===== config.mk =====
export PLATFORM = sky130hd
export DESIGN_NAME = input_irq_level_event_routing
export DESIGN_NICKNAME = d
export VERILOG_FILES = /design/src/input_routing_pkg.sv /design/src/input_irq_level_event_routing.sv
export VERILOG_INCLUDE_DIRS = /design/src
export SDC_FILE = /design/constraint.sdc
export NUM_CORES = 1
export LEC_CHECK = 0
export ABC_AREA = 1
export BUFFER_PORTS_ARGS = -buffer_cell sky130_fd_sc_hd__buf_2
export CAP_MARGIN = 20
export CORE_ASPECT_RATIO = 1.2
export CORE_MARGIN = 2
export CORE_UTILIZATION = 40
export DETAILED_ROUTE_END_ITERATION = 12
export GPL_ROUTABILITY_DRIVEN = 0
export PLACE_DENSITY_LB_ADDON = 0.2
export SYNTH_ARGS = -nofsm -noshare
export SYNTH_HDL_FRONTEND = slang
export SYNTH_SLANG_ARGS = --single-unit

===== constraint.sdc =====
create_clock -name clk -period 1.7 [get_ports clk]
set_clock_uncertainty 0.15 [all_clocks]
set_input_delay 0.34 -clock clk [delete_from_list [all_inputs] [get_ports clk]]
set_output_delay 0.34 -clock clk [all_outputs]
set_load 0.01 [all_outputs]

===== src/input_routing_consts.svh =====
// Constants for the input polarity and event routing block.
// Included by the package and the design module.
`ifndef INPUT_ROUTING_CONSTS_SVH
`define INPUT_ROUTING_CONSTS_SVH
`define NUM_INPUTS        11
`define LOW_GROUP_BITS    6
`define HIGH_GROUP_BITS   5
`define ADDR_POL_LOW      8'h1b
`define ADDR_POL_HIGH     8'h1c
`define ADDR_ROUTE_LOW    8'h1d
`define ADDR_ROUTE_HIGH   8'h1e
`define REG_RESET         8'h00
`define EXTRA_ROW_BIT     5
`define MASK_LOW_FULL     8'h3f
`define MASK_LOW_SMALL    8'h1f
`define MASK_HIGH         8'h1f
`define IN_ZERO           11'h000
`define FLAG_CLEAR        1'b0
`endif


===== src/input_routing_pkg.sv =====
// Types for the input polarity and event routing block.
// Assumes the constants header is on the include path.
`include "input_routing_consts.svh"
package input_routing_pkg;
   typedef logic [7:0]                 reg_byte_t;
   typedef logic [`NUM_INPUTS-1:0]     in_vec_t;
endpackage


===== src/input_irq_level_event_routing.sv =====
// Per-input polarity and event routing for eleven general inputs.
// Assumes a register port from the serial interface core, one byte per
// access, and conditioned pin levels synchronous to clk.
// Functional notes
// - Polarity 0 flags low pin, 1 high.
// - First polarity register: inputs 1-6, bits 0-5.
// - Second polarity register: inputs 7-11, bits 0-4.
// - Input six bits work only with extra row.
// - Routing bit 1 sends activity into FIFO.
// - Routing bits: 0-5 first, 0-4 second register.
// - Routed activity raises shared event interrupt.
// - Routed inputs never raise general input interrupt.
// - Routed events count as key events for unlock.
// - Enabled unrouted met condition raises general input bit.
`timescale 1ns/1ns
`default_nettype none
`include "input_routing_consts.svh"
module input_irq_level_event_routing
   import input_routing_pkg::*;
#(
   parameter bit EXTRA_ROW = 1'b0
) (
   input  wire logic      clk,
   input  wire logic      reset,
   input  wire logic      reg_write,
   input  wire logic      reg_read,
   input  wire logic [7:0] reg_addr,
   input  wire logic [7:0] reg_wdata,
   output logic [7:0]     reg_rdata,
   input  wire logic [10:0] row_pins,
   input  wire logic [10:0] input_irq_enable_bit_n,
   output logic [10:0]    input_level_flag_n,
   output logic [10:0]    fifo_event_valid,
   output logic [10:0]    fifo_event_level,
   output logic           fifo_event_is_key,
   output logic           event_irq_request,
   output logic           input_pin_irq_summary
);

   reg_byte_t pol_low;
   reg_byte_t pol_high;
   reg_byte_t route_low;
   reg_byte_t route_high;
   in_vec_t   input_polarity_bit_n;
   in_vec_t   input_fifo_route_bit_n;
   in_vec_t   prev_pins;
   wire in_vec_t cond_met;
   reg_byte_t low_mask;

   // Mask of writable bits in the first register of each pair.
   assign low_mask = EXTRA_ROW ? `MASK_LOW_FULL : `MASK_LOW_SMALL;

   // Returns the read value of a register address, zero when unmapped.
   function automatic reg_byte_t read_mux(input logic [7:0] a);
      reg_byte_t v;
      v = `REG_RESET;
      unique case (a)
         `ADDR_POL_LOW:    v = pol_low;
         `ADDR_POL_HIGH:   v = pol_high;
         `ADDR_ROUTE_LOW:  v = route_low;
         `ADDR_ROUTE_HIGH: v = route_high;
         default:          v = `REG_RESET;
      endcase
      return v;
   endfunction

   // Register writes; reserved bits are masked so they store nothing.
   always_ff @(posedge clk) begin
      if (reset) begin
         pol_low    <= `REG_RESET;
         pol_high   <= `REG_RESET;
         route_low  <= `REG_RESET;
         route_high <= `REG_RESET;
      end else if (reg_write) begin
         if (reg_addr == `ADDR_POL_LOW)
            pol_low <= reg_wdata & low_mask;
         if (reg_addr == `ADDR_POL_HIGH)
            pol_high <= reg_wdata & `MASK_HIGH;
         if (reg_addr == `ADDR_ROUTE_LOW)
            route_low <= reg_wdata & low_mask;
         if (reg_addr == `ADDR_ROUTE_HIGH)
            route_high <= reg_wdata & `MASK_HIGH;
      end
   end

   // Read data is registered and holds until the next read.
   always_ff @(posedge clk) begin
      if (reset)
         reg_rdata <= `REG_RESET;
      else if (reg_read)
         reg_rdata <= read_mux(reg_addr);
   end

   // Pack register fields into per-input vectors, in row pin order.
   assign input_polarity_bit_n = {pol_high[`HIGH_GROUP_BITS-1:0],
                                  pol_low[`LOW_GROUP_BITS-1:0]};
   assign input_fifo_route_bit_n = {route_high[`HIGH_GROUP_BITS-1:0],
                                    route_low[`LOW_GROUP_BITS-1:0]};

   // Input six only exists when the extra row pin is bonded.
   genvar i;
   generate
      for (i = 0; i < `NUM_INPUTS; i++) begin : g_cond
         if (i == `EXTRA_ROW_BIT) begin : g_extra
            assign cond_met[i] = EXTRA_ROW &&
               (row_pins[i] == input_polarity_bit_n[i]);
         end else begin : g_norm
            assign cond_met[i] =
               (row_pins[i] == input_polarity_bit_n[i]);
         end
      end
   endgenerate

   // Level flags follow the polarity condition of each pin.
   always_ff @(posedge clk) begin
      if (reset)
         input_level_flag_n <= `IN_ZERO;
      else
         input_level_flag_n <= cond_met;
   end

   // Previous pin levels for detecting activity on routed inputs.
   always_ff @(posedge clk) begin
      if (reset)
         prev_pins <= `IN_ZERO;
      else
         prev_pins <= row_pins;
   end

   // Routed inputs report each edge as a FIFO event with its new level.
   always_ff @(posedge clk) begin
      if (reset) begin
         fifo_event_valid <= `IN_ZERO;
         fifo_event_level <= `IN_ZERO;
      end else begin
         fifo_event_valid <= (row_pins ^ prev_pins)
                             & input_fifo_route_bit_n;
         fifo_event_level <= row_pins;
      end
   end

   // Any routed event is tagged as a key event and requests the event irq.
   assign fifo_event_is_key = |fifo_event_valid;
   assign event_irq_request = |fifo_event_valid;

   // General input summary excludes routed inputs entirely.
   always_ff @(posedge clk) begin
      if (reset)
         input_pin_irq_summary <= `FLAG_CLEAR;
      else
         input_pin_irq_summary <= |(cond_met & input_irq_enable_bit_n
                                   & ~input_fifo_route_bit_n);
   end

   // Routed edge produces an event one cycle later.
   property p_route_event;
      @(posedge clk) disable iff (reset)
         (input_fifo_route_bit_n[0] && (row_pins[0] != prev_pins[0]))
         |=> fifo_event_valid[0];
   endproperty
   a_route_event: assert property (p_route_event)
      else $error("routed edge gave no event");

   // Unrouted inputs never make events.
   property p_no_event;
      @(posedge clk) disable iff (reset)
         !input_fifo_route_bit_n[3] |=> !fifo_event_valid[3];
   endproperty
   a_no_event: assert property (p_no_event)
      else $error("unrouted input made an event");

   // Event irq tied to events.
   property p_event_irq;
      @(posedge clk) disable iff (reset)
         fifo_event_valid[7] |-> event_irq_request && fifo_event_is_key;
   endproperty
   a_event_irq: assert property (p_event_irq)
      else $error("event without irq or key tag");

   // Routed-only activity never raises the summary.
   property p_routed_quiet;
      @(posedge clk) disable iff (reset)
         (&input_fifo_route_bit_n) |=> !input_pin_irq_summary;
   endproperty
   a_routed_quiet: assert property (p_routed_quiet)
      else $error("routed input raised summary");

   // Enabled unrouted met condition raises summary next cycle.
   property p_summary;
      @(posedge clk) disable iff (reset)
         (cond_met[1] && input_irq_enable_bit_n[1]
          && !input_fifo_route_bit_n[1]) |=> input_pin_irq_summary;
   endproperty
   a_summary: assert property (p_summary)
      else $error("summary missing");

   // Polarity low flags a low pin.
   property p_polarity;
      @(posedge clk) disable iff (reset)
         (!input_polarity_bit_n[2] && !row_pins[2])
         |=> input_level_flag_n[2];
   endproperty
   a_polarity: assert property (p_polarity)
      else $error("low polarity flag missing");

   // Reserved bits stay zero.
   property p_reserved;
      @(posedge clk) disable iff (reset)
         ((pol_low & ~low_mask) == `REG_RESET)
         && ((route_low & ~low_mask) == `REG_RESET)
         && ((pol_high & ~`MASK_HIGH) == `REG_RESET)
         && ((route_high & ~`MASK_HIGH) == `REG_RESET);
   endproperty
   a_reserved: assert property (p_reserved)
      else $error("reserved bit stored");

   // Without the extra row, input six is never flagged.
   property p_extra;
      @(posedge clk) disable iff (reset)
         !EXTRA_ROW |=> !input_level_flag_n[`EXTRA_ROW_BIT]
                        && !route_low[`EXTRA_ROW_BIT];
   endproperty
   a_extra: assert property (p_extra)
      else $error("input six active without extra row");

   // A write is read back.
   property p_readback;
      @(posedge clk) disable iff (reset)
         (reg_write && reg_addr == `ADDR_POL_HIGH && !reg_read)
         ##1 (reg_read && reg_addr == `ADDR_POL_HIGH && !reg_write)
         |=> reg_rdata == ($past(reg_wdata, 2) & `MASK_HIGH);
   endproperty
   a_readback: assert property (p_readback)
      else $error("readback mismatch");

   // High-group routed edge produces an event one cycle later.
   property p_route_event_high;
      @(posedge clk) disable iff (reset)
         (input_fifo_route_bit_n[10] && (row_pins[10] != prev_pins[10]))
         |=> fifo_event_valid[10];
   endproperty
   a_route_event_high: assert property (p_route_event_high)
      else $error("routed high-group edge gave no event");

   // An event carries the pin level that caused it.
   property p_event_level;
      @(posedge clk) disable iff (reset)
         fifo_event_valid[0] |-> fifo_event_level[0] == $past(row_pins[0]);
   endproperty
   a_event_level: assert property (p_event_level)
      else $error("event level does not match pin");

   // High polarity flags a high pin.
   property p_polarity_high;
      @(posedge clk) disable iff (reset)
         (input_polarity_bit_n[8] && row_pins[8]) |=> input_level_flag_n[8];
   endproperty
   a_polarity_high: assert property (p_polarity_high)
      else $error("high polarity flag missing");

   // A pin away from its polarity level leaves the flag clear.
   property p_flag_clear;
      @(posedge clk) disable iff (reset)
         (input_polarity_bit_n[4] != row_pins[4]) |=> !input_level_flag_n[4];
   endproperty
   a_flag_clear: assert property (p_flag_clear)
      else $error("flag set with condition unmet");

   // No enabled unrouted condition leaves the summary low.
   property p_summary_off;
      @(posedge clk) disable iff (reset)
         ((cond_met & input_irq_enable_bit_n & ~input_fifo_route_bit_n)
          == `IN_ZERO) |=> !input_pin_irq_summary;
   endproperty
   a_summary_off: assert property (p_summary_off)
      else $error("summary raised without enabled condition");

   // Event indications are low whenever no event stands.
   property p_event_quiet;
      @(posedge clk) disable iff (reset)
         (fifo_event_valid == `IN_ZERO)
         |-> !event_irq_request && !fifo_event_is_key;
   endproperty
   a_event_quiet: assert property (p_event_quiet)
      else $error("event indication without event");

   // A polarity write lands masked in the next cycle.
   property p_write_pol_low;
      @(posedge clk) disable iff (reset)
         (reg_write && reg_addr == `ADDR_POL_LOW)
         |=> pol_low == ($past(reg_wdata) & low_mask);
   endproperty
   a_write_pol_low: assert property (p_write_pol_low)
      else $error("polarity write did not land");

   // A routing write lands masked in the next cycle.
   property p_write_route_low;
      @(posedge clk) disable iff (reset)
         (reg_write && reg_addr == `ADDR_ROUTE_LOW)
         |=> route_low == ($past(reg_wdata) & low_mask);
   endproperty
   a_write_route_low: assert property (p_write_route_low)
      else $error("routing write did not land");

   // A read returns the register value seen at the read edge.
   property p_read_route_high;
      @(posedge clk) disable iff (reset)
         (reg_read && reg_addr == `ADDR_ROUTE_HIGH)
         |=> reg_rdata == $past(route_high);
   endproperty
   a_read_route_high: assert property (p_read_route_high)
      else $error("routing read returned wrong value");

   // Reset clears every register and output by the next cycle.
   property p_reset_clear;
      @(posedge clk)
         reset |=> (pol_low == `REG_RESET) && (pol_high == `REG_RESET)
                   && (route_low == `REG_RESET) && (route_high == `REG_RESET)
                   && (reg_rdata == `REG_RESET)
                   && (input_level_flag_n == `IN_ZERO)
                   && (fifo_event_valid == `IN_ZERO)
                   && !input_pin_irq_summary;
   endproperty
   a_reset_clear: assert property (p_reset_clear)
      else $error("reset left state set");

endmodule // input_irq_level_event_routing
`default_nettype wire


# Word level (Yosys, flattened, before mapping)

Index checks and enable logic that the tools add are counted.

Bitwise logic cells: 5
Reduce and logical (&&, ||, !) cells: 6
Muxes and demuxes: 1
Equality and inequality tests: 14

Operators with widths:

| operator                                                               | count |
|---|---|
| 11-bit bitwise AND                                                     | 3 |
| 8-bit by 5-bit equality test with 1-bit output (second input constant) | 4 |
| 11-bit OR reduction                                                    | 2 |
| 5-bit case mux with 4 select lines                                     | 1 |
| 11-bit NOT                                                             | 1 |
| 11-bit XOR                                                             | 1 |
| 1-bit equality test                                                    | 10 |
| 2-bit AND reduction                                                    | 4 |

Input port bits: 42
Word-level logic and storage cells: 36
Register bits: 62
Output and inout port bits: 44

# Logic depth before layout (Yosys ltp)

Depth in word-level cells: 4
Gate-level depth with buffers: 8
Depth with buffers taken out: 7

# Worst setup path after synthesis

No wires, ideal clock.

Kind: flip-flop to output port
Start point: reg fifo_event_valid[3]
End point: out fifo_event_is_key
Required time: 1210 ps
Stages on the path, launching flop included: 4
Setup slack: 272 ps
Data arrival time: 938 ps
Cell sequence: dfxtp_1 > nor4_1 > nand3_1 > buf_4

Cells in the longest elaborated chain, start to end: 1

RTL lines:

| what                   | line                                 | RTL |
|---|---|---|
| from (decl)            | input_irq_level_event_routing.sv:33  | `output logic [10:0] fifo_event_valid,` |
| from (signal assigned) | input_irq_level_event_routing.sv:133 | `` fifo_event_valid <= `IN_ZERO; `` |
| from (signal assigned) | input_irq_level_event_routing.sv:136 | `fifo_event_valid <= (row_pins ^ prev_pins)` |
| 11-bit OR reduction    | -                                    |  |
| to (decl)              | input_irq_level_event_routing.sv:35  | `output logic fifo_event_is_key,` |

No other way between the ends.

# Final worst setup path

Start point: reg fifo_event_valid[9]
End point: out event_irq_request

Cells in the longest elaborated chain, start to end: 1

RTL lines:

| what                | line                                 | RTL |
|---|---|---|
| 11-bit OR reduction | input_irq_level_event_routing.sv:144 | `assign event_irq_request = \|fifo_event_valid;` |
| to (decl)           | input_irq_level_event_routing.sv:36  | `output logic event_irq_request,` |

No other way between the ends.

==> impl_metrics.yaml <==
run_status:
  status: "complete, but fails checks"
  violations: "setup timing"
power:
  p_int_mw: 2.32
  leakagePower_nw: 1.50
  p_seq_frac: 0.454
  power.density_mw_per_mm2: 974
  p_total_mw: 3.03
  pwr-share-comb: 0.083
  clock_power_share: 0.463
  p_sw_mw: 0.706
  vdd_drop_max_v: 0.000462
  p_sw_frac: 0.233
detailed_routing:
  wirelength_um: 5700
  drc_errors: 0
  drtIter0Drc: 151
  num_vias: 2160
  vias_per_cell: 4.63
  drtPass1Iterations: 4
  wl_per_cell_um: 12.2
  ant_nets: 0
cells_and_area:
  diodes: 0
  layout_common_cells: "buf_2, dfxtp_1, inv_1, nand2_1, nand3_1"
  fin_nets: 422
  design_area_mm2: 0.00311
  layout_commonest_cell: "buf_2"
  area_delta_synth_final_pct: 27.8
  final.fill_count: 636
  drive_gt1_frac: 0.294
  register_area_mm2: 0.00114
  multiInputGateArea_mm2: 0.00106
  finalNonFillerCells: 467
die:
  start_util: 0.408
  die_x_um: 75.2
  num_rows: 31
  die_h_um: 89.5
  ios: 86
  core_area_mm2: 0.00597
  die-area_mm2: 0.00673
synth:
  ys_seq_area_frac: 0.469
  yosysTopAreaCell: "dfxtp_1"
  synth_cell_types: 25
  ys_seq_elements: 57
  synth.area.top_cells: "dfxtp_1, inv_1, nand3_1, nand2_1, a21oi_1"
  synth_area_mm2: 0.00243
  ys.warnings.count: 0
  syn_area_per_cell_um2: 8.17
  netlist_instances: 298
  synth_top_area_share: 0.469
setup_path:
  critPathMaxFanout: 2
  path_cells: "nor4_4, nand3_1, buf_2"
  cp.arrival_ps: 1240
  cp.required_ps: 1210
  startpoint: "fifo_event_valid[9]"
  cp_top_family: "simple AND/OR/NAND/NOR gates"
  worstSetupPathType: "reg -> out"
  startpoint_type: "register"
  worst_path_largest_cell_delay_ps: 340
  crit_path_top_delay_cell: "dfxtp_2"
  crit_buf_inv: 1
  cp-end-kind: "output pin"
  r2r-start: "pol_high[4]"
global_route:
  grt.total_usage: 0.177
  first_global_vias: 1781
  grt_max_degree: 32
  grt_pass1_wl_um: 8710
  gr-total-overflow: 0
  antenna_found_initial: 0
timing:
  whs_ps: 66.3
  drv_slew: 0
  setup_viol: 2
  fmax_mhz: 577
  worst_slack_ps: -33.1
  hold_violations: 0
  post-route-min-period_ps: 1730
  fin_crit_sh: 1.02
  rsz0062_at_grt: "true"
min_path:
  hp-class: "in -> reg"
  hold_start: "row_pins[5]"
clock_tree:
  cts_tree: "done"
  clockBufferDepth: 2
  cts_inserted_buffers: 9
  ctsHoldBuffers: 0
  clock_sinks: 57
  htreeDepth: 3
  insertion_delay_ps: 330
  clkSlewWorstSetupHoldPaths_ps: 70
  cts_root_buf: "clkbuf_8"
placement:
  dpl_cell_area_mm2: 0.00288
  dp_cells: 452
  portBuffers: 76
  place_hpwl_um: 4370
flow_run:
  drv.max_cap_violation_count: 0
==> cell type report <==
type / count / area share
well taps: 82 / 0.0330
repair buffers: 80 / 0.136
clock inverters: 5 / 0.0253
multi-input cells: 188 / 0.340
flip-flops and latches: 57 / 0.367
clock buffers: 11 / 0.0454
inverters: 44 / 0.0531
==> what timing repair did <==
item,CTS,global route
pin swaps,2,0
setup buffers,0,0
endpoints found under the setup margin,2,2
resized for setup,3,0
==> final timing paths <==
kind	to	slack, ps	depth (start not counted)
setup / recovery	event_irq_request	-30	3
hold / removal	fifo_event_level[5]	70	3
setup reg to reg	input_pin_irq_summary	490	7
hold reg to reg	fifo_event_valid[10]	300	1
==> cells in the mapped netlist <==
cell type,instances
a211oi_1,10
a21oi_1,25
buf_1,1
buf_12,1
buf_2,1
buf_4,6
buf_8,1
clkbuf_1,3
conb_1,1
dfxtp_1,57
inv_1,43
inv_2,1
nand2_1,36
nand2_2,4
nand3_1,28
nand3_2,2
nand3_4,4
nor2_1,27
nor2_4,2
nor2_8,3
nor4_1,2
o21ai_0,20
o21ai_1,10
xnor2_1,8
xor2_1,2
==> routing by layer <==
metal  track usage  wire length (um)  vias to the layer above
met5             0                 0                        -
met4        0.0670                65                        0
met3        0.0485               301                        6
met2         0.291              2910                       56
met1         0.220              2420                      972
li1              -                 -                     1126
==> worst reg2reg max path: cells and delay by family (launching register included) <==
| kind | cells | cell delay, ps |
|---|---|---|
| xor+xnor | 1 | 110 |
| flops | 1 | 380 |
| simple gates | 5 | 440 |
| buf+inv | 1 | 40 |
==> logic make-up (layout without fill, tap and decap cells) <==
kind of cell / count (synthesis) / count (layout) / synth area share
AOI/OAI and AO/OA: 65 / 65 / 0.144
and+or+nand+nor: 108 / 108 / 0.241
buffers and inverters: 57 / 140 / 0.109
other: 1 / 5 / 0.00154
DFF: 57 / 57 / 0.469
xor gates and xnor gates: 10 / 10 / 0.0360
==> power groups by stage <==
| stage | logic [mW] | clock network [mW] | registers (mW) |
|---|---|---|---|
| after floorplan | 0.128 | 0 | 1.42 |
| after CTS | 0.254 | 1.43 | 1.38 |
| after detailed placement | 0.253 | 0 | 1.41 |
| after global placement | 0.250 | 0 | 1.41 |
| final | 0.251 | 1.40 | 1.38 |
| after global routing | 0.280 | 1.49 | 1.38 |
==> flip-flops by register name, indices dropped and copies added, names as in the netlist <==
name / cells
fifo_event_level: 11
fifo_event_valid: 10
input_level_flag_n: 10
pol_high: 5
pol_low: 5
reg_rdata: 5
route_high: 5
route_low: 5
input_pin_irq_summary: 1
==> metrics by stage <==
stage	util	setup TNS (ps)	setup slack (ps)
after CTS	0.521	-145	-72.7
after detailed placement	0.483	0	97.9
after global placement	0.483	0	57.6
after global routing	0.521	-254	-129
final	0.521	-65.6	-33.1
after floorplan	-	0	272
No activity file was read; power rests on OpenSTA's default activity.
